$ cat config.mk
export PLATFORM = sky130hd
export DESIGN_NAME = sar_adc_sequencer
export DESIGN_NICKNAME = d
export VERILOG_FILES = /design/src/inc/sar_adc_pkg.sv /design/src/hdl/sar_adc_sequencer.sv
export SDC_FILE = /design/constraint.sdc
export NUM_CORES = 1
export LEC_CHECK = 0
export BUFFER_PORTS_ARGS = -buffer_cell sky130_fd_sc_hd__buf_2
export CAP_MARGIN = 25
export CELL_PAD_IN_SITES_DETAIL_PLACEMENT = 1
export CELL_PAD_IN_SITES_GLOBAL_PLACEMENT = 2
export CORE_MARGIN = 2
export CORE_UTILIZATION = 25
export DETAILED_ROUTE_END_ITERATION = 12
export PLACE_DENSITY = 0.84
export RECOVER_POWER = 25
export SETUP_SLACK_MARGIN = 0.5
export SYNTH_ARGS = -nofsm -noshare
export SYNTH_HDL_FRONTEND = slang
export SYNTH_SLANG_ARGS = --single-unit
$ cat constraint.sdc
create_clock -name clk_i -period 2 [get_ports clk_i]
set_input_delay 0.1 -clock clk_i [delete_from_list [all_inputs] [get_ports clk_i]]
set_output_delay 0.1 -clock clk_i [all_outputs]
set_load 0.05 [all_outputs]
$ cat src/inc/sar_adc_pkg.sv
package sar_adc_pkg;

    // Register byte offsets on the AXI4-Lite bus.
    localparam logic [7:0] CTRL_OFFSET = 8'h00;
    localparam logic [7:0] RESULT_OFFSET = 8'h04;

    // Control register field positions.
    localparam int POWER_ON_BIT = 0;
    localparam int GO_DONE_BIT = 1;
    localparam int CHANNEL_LSB = 2;
    localparam int PIN_SELECT_LSB = 6;

    // Reset and wake values of the control fields.
    localparam logic [1:0] PIN_SELECT_RESET = 2'h3;
    localparam logic [1:0] CHANNEL_RESET = 2'h3;

    // Channel decode values; any code with the top bit set picks the reference.
    localparam logic [1:0] CHANNEL_PIN0 = 2'h0;
    localparam logic [1:0] CHANNEL_PIN1 = 2'h1;

    // AXI response codes.
    localparam logic [1:0] RESP_OKAY = 2'h0;
    localparam logic [1:0] RESP_SLVERR = 2'h2;

    // Conversion timing: one bit period is the system clock divided by four.
    localparam int CLOCK_PERIOD_NS = 5;
    localparam int CLOCKS_PER_BIT_PERIOD = 4;
    localparam int BIT_PERIOD_NS = CLOCK_PERIOD_NS * CLOCKS_PER_BIT_PERIOD;
    localparam int BIT_PERIODS_PER_CONVERSION = 13;
    localparam int SAMPLE_BIT_PERIODS = 3;
    localparam int RESULT_WIDTH = 8;
    localparam int MARKER_SHIFTS = RESULT_WIDTH + 1;
    localparam int CONVERSION_CLOCKS = CLOCKS_PER_BIT_PERIOD * BIT_PERIODS_PER_CONVERSION;

    // Control register layout, carried as one unit.
    typedef struct packed {
        logic [1:0] analog_pin_select;
        logic [1:0] unused;
        logic [1:0] input_channel_select;
        logic go_done;
        logic converter_power_on;
    } converter_control_reg_t;

    // Analog-side controls that travel together to the front end.
    typedef struct packed {
        logic powered;
        logic sampling;
        logic [1:0] channel;
        logic [7:0] trial_code;
    } analog_ctrl_t;

    // Sequencer phases.
    typedef enum logic [1:0] {
        SEQ_IDLE,
        SEQ_SAMPLE,
        SEQ_DECIDE,
        SEQ_SETTLE
    } seq_state_t;

endpackage

$ cat src/hdl/sar_adc_sequencer.sv
// Notes on behaviour
// RULE_01: Every conversion yields an eight-bit result.
// RULE_02: A conversion lasts exactly thirteen bit periods; divisor sets only period length.
// RULE_03: Bit period comes only from the internal oscillator divided by four.
// RULE_04: Hence each conversion finishes thirteen instruction cycles after its start.
// RULE_05: Any reset sets both analog pin-select bits.
// RULE_06: A pin selected as analog has its digital output driver disabled.
// RULE_07: Pin-select bits act on pins whatever the power-on bit holds.
// RULE_08: Software leaves pin and channel select alone during a conversion.
// RULE_09: Reference channel is always selectable; pin channels need their pin analog.
// RULE_10: Writing go/done one starts a conversion; it reads one while busy.
// RULE_11: Hardware clears go/done when the conversion completes.
// RULE_12: Clearing go/done mid-conversion stops at once, keeping the partial result.
// RULE_13: With power-on clear, a go/done write of one is ignored.
// RULE_14: Sleep clears go/done and power-on, stops, and forces channel to 11.
// RULE_15: On wake the control register holds pins 11, channel 11, go and power clear.
// RULE_16: The previous result stays readable during the next sampling period.
// RULE_17: After sampling the result clears and a marker one enters at the top.
// RULE_18: Each decided bit moves the marker right; nine shifts end the conversion.
// RULE_19: After abort the marker position shows how many bits were decided.
// RULE_20: Sleep leaves partial data only if at least one bit was decided.
// RULE_21: Software should clear power-on when no conversions are needed.
// RULE_22: Channel 00 is pin 0, 01 is pin 1, 1x is the internal reference.
// RULE_23: Control bits: pins 7:6, channel 3:2, go/done 1, power 0, bits 5:4 zero.
// RULE_24: Software writes to the result register have no effect.
//
// Design decisions made here: register access over AXI4-Lite and the address map.
`timescale 1ns/1ps
`default_nettype none

module sar_adc_sequencer (
    // Clock and reset.
    input wire logic clk_i,
    input wire logic reset_i,
    // AXI4-Lite write address and data.
    input wire logic [31:0] s_axi_awaddr_i,
    input wire logic s_axi_awvalid_i,
    output logic s_axi_awready_o,
    input wire logic [31:0] s_axi_wdata_i,
    input wire logic [3:0] s_axi_wstrb_i,
    input wire logic s_axi_wvalid_i,
    output logic s_axi_wready_o,
    // AXI4-Lite write response.
    output logic [1:0] s_axi_bresp_o,
    output logic s_axi_bvalid_o,
    input wire logic s_axi_bready_i,
    // AXI4-Lite read channels.
    input wire logic [31:0] s_axi_araddr_i,
    input wire logic s_axi_arvalid_i,
    output logic s_axi_arready_o,
    output logic [31:0] s_axi_rdata_o,
    output logic [1:0] s_axi_rresp_o,
    output logic s_axi_rvalid_o,
    input wire logic s_axi_rready_i,
    // Power manager events, same clock domain.
    input wire logic sleep_enter_i,
    input wire logic wake_i,
    // Analog front end.
    input wire logic comparator_i,
    output sar_adc_pkg::analog_ctrl_t analog_ctrl_o,
    output logic [1:0] pin_digital_out_disable_o
);

    // Control and result storage.
    sar_adc_pkg::converter_control_reg_t ctrl;
    logic [7:0] conversion_result;

    // Sequencer state.
    sar_adc_pkg::seq_state_t state;
    logic [1:0] prescale;
    logic [3:0] period_count;
    logic [3:0] marker_pos;
    logic bit_tick;

    // Registered comparator decision.
    logic cmp_level;

    // Bus capture state.
    logic aw_held;
    logic w_held;
    logic [7:0] aw_addr;
    logic [31:0] w_data;
    logic [3:0] w_strb;
    logic write_fire;
    logic write_ctrl;
    logic write_hits;
    sar_adc_pkg::converter_control_reg_t next_ctrl_written;
    logic [7:0] ar_offset;
    logic abort_write;

    // The front end latches its comparator on this same clock, so one flop is enough.
    // A three-stage synchroniser would push each decision past the four-clock bit period.
    always_ff @(posedge clk_i or posedge reset_i) begin
        if (reset_i) begin
            cmp_level <= 1'b0;
        end else begin
            cmp_level <= comparator_i;
        end
    end

    // Write address and data are taken independently, in either order, one at a time.
    always_ff @(posedge clk_i or posedge reset_i) begin
        if (reset_i) begin
            aw_held <= 1'b0;
            w_held <= 1'b0;
            aw_addr <= 8'h00;
            w_data <= 32'h0000_0000;
            w_strb <= 4'h0;
            s_axi_awready_o <= 1'b1;
            s_axi_wready_o <= 1'b1;
        end else begin
            if (s_axi_awvalid_i && s_axi_awready_o) begin
                aw_held <= 1'b1;
                aw_addr <= s_axi_awaddr_i[7:0];
                s_axi_awready_o <= 1'b0;
            end
            if (s_axi_wvalid_i && s_axi_wready_o) begin
                w_held <= 1'b1;
                w_data <= s_axi_wdata_i;
                w_strb <= s_axi_wstrb_i;
                s_axi_wready_o <= 1'b0;
            end
            if (write_fire) begin
                aw_held <= 1'b0;
                w_held <= 1'b0;
            end
            // Ready rises again only once the response has been accepted.
            if (s_axi_bvalid_o && s_axi_bready_i) begin
                s_axi_awready_o <= 1'b1;
                s_axi_wready_o <= 1'b1;
            end
        end
    end

    // A write commits in the cycle after both halves are held.
    assign write_fire = aw_held && w_held && !s_axi_bvalid_o;
    assign write_hits = (aw_addr == sar_adc_pkg::CTRL_OFFSET)
        || (aw_addr == sar_adc_pkg::RESULT_OFFSET);
    assign write_ctrl = write_fire && (aw_addr == sar_adc_pkg::CTRL_OFFSET) && w_strb[0];
    assign next_ctrl_written = sar_adc_pkg::converter_control_reg_t'(w_data[7:0]);
    // Of all writes, only a control write without a powered start stops a running conversion.
    assign abort_write = write_ctrl
        && !(next_ctrl_written.go_done && next_ctrl_written.converter_power_on);

    // Write response; the result register accepts the write but keeps its value.
    always_ff @(posedge clk_i or posedge reset_i) begin
        if (reset_i) begin
            s_axi_bvalid_o <= 1'b0;
            s_axi_bresp_o <= sar_adc_pkg::RESP_OKAY;
        end else if (write_fire) begin
            s_axi_bvalid_o <= 1'b1;
            s_axi_bresp_o <= write_hits ? sar_adc_pkg::RESP_OKAY : sar_adc_pkg::RESP_SLVERR; // RULE_24
        end else if (s_axi_bready_i) begin
            s_axi_bvalid_o <= 1'b0;
        end
    end

    // Read channel: one read at a time, data answered the cycle after the address.
    assign ar_offset = s_axi_araddr_i[7:0];
    always_ff @(posedge clk_i or posedge reset_i) begin
        if (reset_i) begin
            s_axi_arready_o <= 1'b1;
            s_axi_rvalid_o <= 1'b0;
            s_axi_rdata_o <= 32'h0000_0000;
            s_axi_rresp_o <= sar_adc_pkg::RESP_OKAY;
        end else if (s_axi_arvalid_i && s_axi_arready_o) begin
            s_axi_arready_o <= 1'b0;
            s_axi_rvalid_o <= 1'b1;
            s_axi_rresp_o <= sar_adc_pkg::RESP_OKAY;
            if (ar_offset == sar_adc_pkg::CTRL_OFFSET) begin
                s_axi_rdata_o <= {24'h00_0000, ctrl.analog_pin_select, 2'h0, // RULE_23
                    ctrl.input_channel_select, ctrl.go_done, ctrl.converter_power_on};
            end else if (ar_offset == sar_adc_pkg::RESULT_OFFSET) begin
                s_axi_rdata_o <= {24'h00_0000, conversion_result};
            end else begin
                s_axi_rdata_o <= 32'h0000_0000;
                s_axi_rresp_o <= sar_adc_pkg::RESP_SLVERR;
            end
        end else if (s_axi_rvalid_o && s_axi_rready_i) begin
            s_axi_rvalid_o <= 1'b0;
            s_axi_arready_o <= 1'b1;
        end
    end

    // Bit period strobe: system clock divided by four, no other source exists.
    // The divider runs only while converting so every conversion starts aligned.
    assign bit_tick = (prescale == 2'(sar_adc_pkg::CLOCKS_PER_BIT_PERIOD - 1)); // RULE_03
    always_ff @(posedge clk_i or posedge reset_i) begin
        if (reset_i) begin
            prescale <= 2'h0;
        end else if (state == sar_adc_pkg::SEQ_IDLE) begin
            prescale <= 2'h0;
        end else begin
            prescale <= prescale + 2'h1;
        end
    end

    // Control register. Sleep outranks wake, wake outranks software, and a
    // software start outranks the hardware completion clear in the same cycle.
    always_ff @(posedge clk_i or posedge reset_i) begin
        if (reset_i) begin
            ctrl.analog_pin_select <= sar_adc_pkg::PIN_SELECT_RESET; // RULE_05
            ctrl.unused <= 2'h0;
            ctrl.input_channel_select <= sar_adc_pkg::CHANNEL_RESET;
            ctrl.go_done <= 1'b0;
            ctrl.converter_power_on <= 1'b0;
        end else if (sleep_enter_i) begin
            ctrl.input_channel_select <= sar_adc_pkg::CHANNEL_RESET; // RULE_14
            ctrl.go_done <= 1'b0;
            ctrl.converter_power_on <= 1'b0;
        end else if (wake_i) begin
            ctrl.analog_pin_select <= sar_adc_pkg::PIN_SELECT_RESET; // RULE_15
            ctrl.input_channel_select <= sar_adc_pkg::CHANNEL_RESET;
            ctrl.go_done <= 1'b0;
            ctrl.converter_power_on <= 1'b0;
        end else if (write_ctrl) begin
            ctrl.analog_pin_select <= next_ctrl_written.analog_pin_select;
            ctrl.input_channel_select <= next_ctrl_written.input_channel_select;
            ctrl.converter_power_on <= next_ctrl_written.converter_power_on;
            // Go needs power on in the same write; otherwise it stays clear.
            ctrl.go_done <= next_ctrl_written.go_done
                && next_ctrl_written.converter_power_on; // RULE_10 RULE_13
        end else if (state == sar_adc_pkg::SEQ_SETTLE && bit_tick
            && period_count == 4'(sar_adc_pkg::BIT_PERIODS_PER_CONVERSION - 1)) begin
            ctrl.go_done <= 1'b0; // RULE_11
        end
    end

    // Sequencer. A write that clears go, or a sleep, drops straight to idle and
    // leaves the result register exactly as it stood.
    always_ff @(posedge clk_i or posedge reset_i) begin
        if (reset_i) begin
            state <= sar_adc_pkg::SEQ_IDLE;
            period_count <= 4'h0;
        end else if (sleep_enter_i || wake_i) begin
            state <= sar_adc_pkg::SEQ_IDLE; // RULE_14
            period_count <= 4'h0;
        end else if (write_ctrl && !(next_ctrl_written.go_done
            && next_ctrl_written.converter_power_on)) begin
            state <= sar_adc_pkg::SEQ_IDLE; // RULE_12
            period_count <= 4'h0;
        end else if (write_ctrl && state == sar_adc_pkg::SEQ_IDLE) begin
            state <= sar_adc_pkg::SEQ_SAMPLE; // RULE_10
            period_count <= 4'h0;
        end else if (bit_tick) begin
            period_count <= period_count + 4'h1; // RULE_02
            case (state)
                sar_adc_pkg::SEQ_SAMPLE: begin
                    if (period_count == 4'(sar_adc_pkg::SAMPLE_BIT_PERIODS - 1)) begin
                        state <= sar_adc_pkg::SEQ_DECIDE;
                    end
                end
                sar_adc_pkg::SEQ_DECIDE: begin
                    if (marker_pos == 4'h0) begin
                        state <= sar_adc_pkg::SEQ_SETTLE;
                    end
                end
                sar_adc_pkg::SEQ_SETTLE: begin
                    if (period_count
                        == 4'(sar_adc_pkg::BIT_PERIODS_PER_CONVERSION - 1)) begin
                        state <= sar_adc_pkg::SEQ_IDLE; // RULE_04
                        period_count <= 4'h0;
                    end
                end
                default: begin
                    state <= sar_adc_pkg::SEQ_IDLE;
                end
            endcase
        end
    end

    // Result register with a travelling marker. The old result survives the
    // sampling periods; at their end it clears and the marker enters at bit 7.
    // Each later period stores the comparator decision where the marker sat and
    // moves the marker down one place; the ninth shift pushes it out.
    always_ff @(posedge clk_i or posedge reset_i) begin
        if (reset_i) begin
            conversion_result <= 8'h00;
            marker_pos <= 4'h0;
        end else if (bit_tick && !sleep_enter_i && !wake_i && !abort_write) begin
            if (state == sar_adc_pkg::SEQ_SAMPLE
                && period_count == 4'(sar_adc_pkg::SAMPLE_BIT_PERIODS - 1)) begin
                conversion_result <= 8'h80; // RULE_16 RULE_17
                marker_pos <= 4'(sar_adc_pkg::RESULT_WIDTH);
            end else if (state == sar_adc_pkg::SEQ_DECIDE && marker_pos != 4'h0) begin
                conversion_result[3'(marker_pos - 4'h1)] <= cmp_level; // RULE_18 RULE_01
                if (marker_pos > 4'h1) begin
                    conversion_result[3'(marker_pos - 4'h2)] <= 1'b1; // RULE_19
                end
                marker_pos <= marker_pos - 4'h1;
            end
        end
    end

    // Analog drive. The trial code is the result register itself: decided bits
    // above the marker, the marker as the bit under test, zeros below. On abort
    // or sleep the register is simply left, so partial data needs a decided bit.
    always_ff @(posedge clk_i or posedge reset_i) begin
        if (reset_i) begin
            analog_ctrl_o <= '0;
        end else begin
            analog_ctrl_o.powered <= ctrl.converter_power_on && !sleep_enter_i; // RULE_14
            analog_ctrl_o.sampling <= (state == sar_adc_pkg::SEQ_SAMPLE);
            analog_ctrl_o.channel <= ctrl.input_channel_select; // RULE_22 RULE_09
            analog_ctrl_o.trial_code <= conversion_result; // RULE_20
        end
    end

    // Pin drivers follow the pin-select bits regardless of converter power.
    always_ff @(posedge clk_i or posedge reset_i) begin
        if (reset_i) begin
            pin_digital_out_disable_o <= sar_adc_pkg::PIN_SELECT_RESET;
        end else begin
            pin_digital_out_disable_o <= ctrl.analog_pin_select; // RULE_06 RULE_07
        end
    end

endmodule // sar_adc_sequencer

`default_nettype wire

==> results list, run 1 <==
* Arr. time, crit path: 2.09 ns
- Post-synthesis adder-cell area fraction: 3.89%
- The final layout contains routed wiring with a total length of 8.71 mm.
* Static Leakage: 0.00224 uW
* Synth top area share: 45.2%
- Area taken by multi-input logic gates: 1610 um2
- Worst-Margin Slew: 0.958 ns
* Total half-perimeter wirelength after legalization and detailed placement: 6.26 mm
- Antenna violations before repair: 0
- Antenna viol nets, final: 0
- The final route contains 2,743 vias.
* Worst path cell trace: or4_4, or4_4, o21ai_4, a311oi_1
- The later pin in the worst-skew pair is clocked with a latency of 0.34 ns.
- Critical Path Source Type: register
* Clock period minus worst slack: 1.88 ns
- DRC Markers: 0
- Entering global routing, the biggest net connects 39 pins.
* Number of clock buffers inserted by TritonCTS: 9
- Max Clk Rate: 0.531 GHz
- Maximum clock insertion buffer count: 2
- Starting utilization of the core area: 25.5%
- Global routing met3 resource utilization: 3.87%
* Global-route track usage on met1: 13.8%
* Power per Cell Area: 938 nW/um2
- The floorplan has 43 rows.
* First-pass GRT wire length: 14.3 mm
- Dividing the final minimum period by the clock period gives 94.2%.
* Total standard cell area after synthesis: 3540 um2
- Share of the yosys chip area belonging to registers: 51.9%
- Floorplan Core Area: 13,900 um2
- Most common cell type on the critical path: or4_4
- Root Buffer Master: clkbuf_16
- Async set-or-reset flop fraction in the synthesized netlist: 100%
- On the critical path, the stage with the largest delay is an instance of or4_4.
- Counting the fill cells in the layout gives 1,563.
* Warnings, synthesis: 0
- The H-tree was split into 3 levels.
* Worst min-delay path category: input port to register
- Top cells by count, synth: 64 x dfrtp_1, 35 x nand2_1, 28 x buf_4, 22 x o21ai_0, 17 x mux2_2
* Per-cell routed wire length: 14.3 um
- Type of the worst setup path: register to register
- Core utilization of the finished layout: 34.3%
* Num Clock Sinks: 73
* Vias/cell: 4.50
- Basic-gate share of the synthesized area counting and, or, nand and nor cells: 12.9%
* Area growth, synth to finish: 34.4%
- Min Hold Slack: 0.0121 ns
* Commonest register cell after synthesis: dfrtp_1
- EDFF count, synth: 0
- Across the VDD grid, the largest voltage drop is 0.588 mV.
- Diode count: 0
- Share of layout cells above drive strength 1: 36.6%
- Number of design-rule violations left by the first detailed-router iteration: 71
* Post-synthesis xor/xnor area fraction: 0.495%
- Number of global-route vias before repair: 2,956
- The die covers 15,100 um2.
- Worst path max stage delay: 0.56 ns
- Post-route total power: 4460 uW
- The first detailed-routing pass took 4 iterations.
- Final weighted congestion in routability-driven placement: 0.758
- Yosys attributes the largest share of cell area to dfrtp_1 45%, dfstp_2 6.7%, buf_4 5.9%, mux2_2 5.4%, mux2i_1 4.5%.
* Setup repair after global routing missed its margin: yes
* Total number of nets in the final design: 545
* Result of the run: finished, final reports clean
- In this run the most used layer during global routing was met2.
- CTS tree: built
- In this run the tightest slew margin relative to its limit is 35.8%.
* Die X: 123 um
- Clock-pin slew reported for the worst setup and hold paths after clock tree synthesis: 0.06 ns
- The most common cell in the synthesized netlist is dfrtp_1.
- Of all nets on the critical path, the largest fanout is 6.
- Global routing consumed, on the met2 layer, 22.0% of the routing resources.
- Seq cells post-synth: 73
- Seq. cell area: 1840 um2
- Mux share of post-synthesis cell area: 9.93%
* Port Buffer Count: 61
* Max-slew violations: 0
- The total overflow left after global routing is 0.
* Setup Skew: 0.00789 ns
* Synth Area in Compound Gates: 11.9%
- Top cell type by total area after synthesis: dfrtp_1
* Max cap viols: 0
* Synthesized area per cell: 11.1 um2
* Syn Inst Count: 320
* Final count of hold timing violations: 0
* Capturing element type of the critical path: register
- Unique masters post-synth: 56
- In the global route stage, overall resource usage came out at 12.4%.
* Required time worst endpoint: 2.20 ns
* Die Span Y: 123 um
* Main combinational cell family by area after synthesis: simple AND/OR/NAND/NOR gates
- Setup violations remaining at the end of the flow were counted as 0.
* Top-Level Pins: 165
## layout by cell type, fill, tap and decap left out, types with 3 or more instances in the layout
| master | instances |
|---|---|
| nand2b_1 | 3 |
| buf_6 | 3 |
| nor3_1 | 6 |
| a21oi_1 | 10 |
| dfrtp_2 | 3 |
| clkbuf_16 | 9 |
| nor2_1 | 11 |
| conb_1 | 26 |
| nand2_1 | 32 |
| nand4_1 | 3 |
| nand2_2 | 3 |
| a21oi_2 | 4 |
| buf_2 | 61 |
| clkinvlp_4 | 3 |
| mux2i_1 | 16 |
| buf_4 | 15 |
| o21ai_0 | 18 |
| mux2_2 | 17 |
| ha_1 | 9 |
| dfstp_2 | 3 |
| inv_1 | 11 |
| o21ai_1 | 4 |
| dlygate4sd3_1 | 22 |
| nor2b_1 | 3 |
| inv_2 | 4 |
| dfrtp_1 | 61 |
| dfstp_1 | 6 |
| a32o_1 | 4 |
## timing repair
item,in CTS,in global routing
pin swaps,12,2
endpoints found under the hold margin,32,1
setup endpoints to repair,24,24
gates resized for setup,16,10
setup buffers,7,3
gates cloned,1,0
hold buffers,21,1
## kinds of logic after synthesis
group                      Yosys count
buffers and inverters               51
DFF                                 73
muxes                               33
xor gates and xnor gates             2
other                                1
adders and majority gates           11
AOI/OAI and AO/OA                   63
and+or+nand+nor                     86
## per-stage QoR
step	worst slack [ns]	TNS, ns	cells	cell area (um2)
floorplan	0.101	0	345	3690
global placement	0.00379	0	560	4040
detailed placement	-0.0610	-0.216	560	4040
CTS	0.0476	0	605	4690
global route	0.0524	0	609	4760
finish	0.117	0	609	4760
## routing by layer
metal | part of all wire, % | vias up | routed length [um]
li1 | - | 1282 | -
met1 | 41 | 1372 | 3610
met2 | 52 | 78 | 4500
met3 | 5.5 | 11 | 475
met4 | 1.4 | 0 | 125
met5 | 0 | - | 0
## area by class of cell
| cell class | count | share of cell area, % |
|---|---|---|
| well taps | 180 | 4.73 |
| multi-input cells | 222 | 33.8 |
| clock inverters | 6 | 1.92 |
| inverters | 16 | 1.29 |
| flip-flops and latches | 73 | 38.7 |
| repair buffers | 102 | 14.5 |
| clock buffers | 10 | 5.02 |
## critical path: cells and delay by family (launching register included)
family | cells | cell delay, ns
flops | 1 | 0.37
compound gates | 2 | 0.30
simple gates | 2 | 1.09
## state kept, by name (all words and copies together) (netlist names)
name / flops
s_axi_rdata_o: 8
s_axi_arready_o: 1
ctrl: 6
w_data: 6
pin_digital_out_disable_o: 2
w_strb: 1
s_axi_bvalid_o: 1
period_count: 4
s_axi_rvalid_o: 1
prescale: 2
cmp_level: 1
w_held: 1
conversion_result: 8
analog_ctrl_o: 12
s_axi_wready_o: 1
state: 2
aw_addr: 8
marker_pos: 4
s_axi_awready_o: 1
aw_held: 1
s_axi_rresp_o: 1
s_axi_bresp_o: 1
## final timing paths
path,from,end,slack [ns],cells after the start
worst max-delay path,aw_addr[1]$_DFFE_PP0P_,period_count[3]$_DFFE_PP0P_,0.12,4
worst min-delay path,s_axi_wdata_i[0],w_data[0]$_DFFE_PP0P_,0.01,2
worst max register to register,aw_addr[1]$_DFFE_PP0P_,period_count[3]$_DFFE_PP0P_,0.12,4
worst min register to register,ctrl[7]$_DFFE_PP1P_,pin_digital_out_disable_o[1]$_DFF_PP1_,0.39,0
max in group asynchronous,reset_i,ctrl[3]$_DFFE_PP1P_,0.76,4
min in group asynchronous,reset_i,analog_ctrl_o[11]$_DFF_PP0_,0.47,3
## power breakdown
part	internal, uW	total, uW	switching [uW]
logic	317	858	541
registers	1730	1870	145
clock network	1130	1730	607
(Power assumes the default switching activity.)
==> run 2, diff against run 1 <==
--- a/config.mk
+++ b/config.mk
@@ -13,8 +13,6 @@
 export CORE_UTILIZATION = 25
 export DETAILED_ROUTE_END_ITERATION = 12
 export PLACE_DENSITY = 0.84
-export RECOVER_POWER = 25
-export SETUP_SLACK_MARGIN = 0.5
 export SYNTH_ARGS = -nofsm -noshare
 export SYNTH_HDL_FRONTEND = slang
 export SYNTH_SLANG_ARGS = --single-unit
==> results list, run 2 (same netlist as run 1, synthesis figures left out) <==
- Result of the run: finished with violations
- The final reports fail on setup timing.
* Max-slew violations: 0
* Global-route track usage on met1: 13.5%
- STA classifies the critical path endpoint as a register.
* Via count of the routed design: 2,728
- Area growth, synth to finish: 32.2%
- Setup Skew: 0.00744 ns
- In this run the power density over the cells is 925 nW/um2.
- The initial antenna violation count came to 0.
* Most Used Layer, Global Route: met2
- The total count of hold-check failures in the final report was 0.
- Met2 capacity usage during global routing: 20.1%
* Origin of the worst setup path: aw_addr[7]$_DFFE_PP0P_
- H-tree Lvls: 3
- First-pass GRT wire length: 13.4 mm
* Setup crit end: conversion_result[7]$_DFFE_PP0P_
* DRC Markers: 0
- Max rail drop VDD: 0.593 mV
* Critical R2R Capture: conversion_result[7]$_DFFE_PP0P_
- Global routing consumed, on the met3 layer, 3.46% of the routing resources.
- Worst path buffer plus inverter count: 2
* Num Clock Sinks: 73
* Max Clk Rate: 0.498 GHz
- Required time worst endpoint: 2.22 ns
- The via count of the first global-routing pass was 2,730.
* Most common cell type on the critical path: buf_6
- From bottom edge to top edge, the die measures 123 um.
* Setup repair after global routing missed its margin: yes
- After floorplanning, the core was divided into 43 placement rows.
- Total half-perimeter wirelength after legalization and detailed placement: 6.06 mm
- The congestion estimate from routability-driven global placement came to 0.776.
- By startpoint and endpoint, the worst setup path is classified as register to register.
- After filler insertion, the fill cell instance count of the layout stands at 1,590.
* Die X: 123 um
- Sw frac: 30.1%
* Starting utilization of the core area: 25.5%
* Critical R2R Launch: aw_addr[7]$_DFFE_PP0P_
* Number of clock buffers inserted by TritonCTS: 9
- Subtracting the final worst setup slack from the clock period gives 2.01 ns.
* Source-to-sink clock delay at the later pin of the worst-skew pair: 0.34 ns
* Critical Path Source Type: register
- Global-route congestion overflow total: 0
* Number of design-rule violations left by the first detailed-router iteration: 90
- The number of antenna diodes in the final layout is 0.
- The tool flagged a number of max-cap violations equal to 0.
- Antenna viol nets, final: 0
- The register with the most flip-flops in the layout has 12 of them.
- Clock share of power: 36.5%
- Combinational cells account for 20.1% of the total power.
* Cell internal pwr: 3030 uW
- The path class of the tightest hold or removal check is input port to register.
- In this run the tool buffered the top-level ports with 61 buffer cells.
- In this run, flip-flops and latches consume 43.4% of the power.
* Final period util: 100%
- For this design the top-level I/O count stands at 165.
- First-pass iteration count of the detailed router: 4
- Largest reg by FF count: analog_ctrl_o
- Setup slack on the critical path of the routed design comes to -0.00628 ns.
* Root Buffer Master: clkbuf_16
- Setup violations remaining at the end of the flow were counted as 1.
- The clock passes through at most 2 buffers.
- Worst reg-to-reg setup slack: -0.006 ns
- Total number of nets in the final design: 544
* Per-cell routed wire length: 13.8 um
* Worst r2r path cells: 7
- Clock-pin slew reported for the worst setup and hold paths after clock tree synthesis: 0.06 ns
- TritonCTS built the clock tree.
* Worst path cell trace: or4_4, buf_6, nor4_4, buf_6, a21oi_4, a21boi_2, o22a_1
* Arr. time, crit path: 2.23 ns
- Critical path depth: 7
- Crit path max-delay cell type: or4_4
* Vias/cell: 4.49
- Leading cell type in the layout, fill and taps excluded: dfrtp_1
* Floorplan Core Area: 13,900 um2
- Placed cell count: 566
- Switching power: 1300 uW
- GR Util All Layers: 11.5%
- Wires add up to 8.42 mm.
* Post-layout instance count excluding filler cells: 608
- Worst path max stage delay: 0.55 ns
- The post-route netlist has 34.6% of its cells at a drive strength greater than 1.
- Gate family responsible for the most delay along the worst path: simple AND/OR/NAND/NOR gates
- Post-route total power: 4330 uW
- The floorplan step defined a die boundary enclosing 15,100 um2.
* Static Leakage: 0.00220 uW
- In the layout the commonest cells are 64 x dfrtp_1, 61 x buf_2, 33 x nand2_1.
- Biggest fanout along the worst timing path: 8
- Maximum number of pins on one net before global-route repair: 74
-- run 2: cell count changes in the layout (fill, tap and decap cells not counted), sizes merged --
cell	delta
dlygate4sd3	-1
inv	+1
buf	+1
bufinv	-1
a211o	-1
-- run 2: area by class of cell --
type / count / area (um2) / share of cell area (%)
flip-flops and latches: 73 / 1840 / 39.3
multi-input cells: 221 / 1550 / 33.2
repair buffers: 102 / 706 / 15.1
clock buffers: 10 / 229 / 4.89
well taps: 180 / 225 / 4.81
clock inverters: 6 / 68.8 / 1.47
inverters: 16 / 60.1 / 1.28
-- run 2: worst min path at each step --
stage / startpoint / to / slack, ns / cells past startpoint
after CTS: s_axi_awaddr_i[4] / aw_addr[4]$_DFFE_PP0P_ / 0.002 / 2
after floorplan: comparator_i / cmp_level$_DFF_PP0_ / 0.13 / 0
final: s_axi_wstrb_i[0] / w_strb[0]$_DFFE_PP0P_ / 0.01 / 2
after detailed placement: reset_i / s_axi_rdata_o[6]$_DFFE_PP0P_ / 0.22 / 3
after global placement: reset_i / analog_ctrl_o[7]$_DFF_PP0_ / 0.22 / 3
after global routing: s_axi_wdata_i[2] / w_data[2]$_DFFE_PP0P_ / 0.004 / 2
-- run 2: stage by stage --
stage	hold slack [ns]	worst slack, ns	TNS, ns	utilization (%)	cell area, um2
2_1_floorplan	0.131	-0.00285	-0.00285	-	3650
3_3_place_gp	0.217	-0.0628	-0.219	29.2	4060
3_5_place_dp	0.223	-0.0918	-0.369	29.2	4060
4_1_cts	0.00187	-0.00662	-0.00662	33.1	4590
5_1_grt	0.00442	-0.0649	-0.452	33.7	4680
6_report	0.0119	-0.00628	-0.00628	33.7	4680
-- run 2: layer usage --
metal | part of all wire, % | up-vias
met5 | 0 | -
met4 | 1.5 | 0
met3 | 5.0 | 13
li1 | - | 1279
met1 | 43 | 1363
met2 | 51 | 73
-- run 2: timing repair --
item	CTS	global route
hold buffers	21	0
setup endpoints to repair	8	16
endpoints found under the hold margin	83	0
setup buffers	0	5
resized for setup	6	13
pin swaps	2	6
gates cloned	0	0
-- run 2: power groups by stage --
stage                     registers (uW)  logic, uW  clock network [uW]
after floorplan                     2030        494                   0
after global placement              1870        791                   0
after detailed placement            1900        820                   0
after CTS                           1880        867                1630
after global routing                1910        937                1710
final                               1880        869                1580
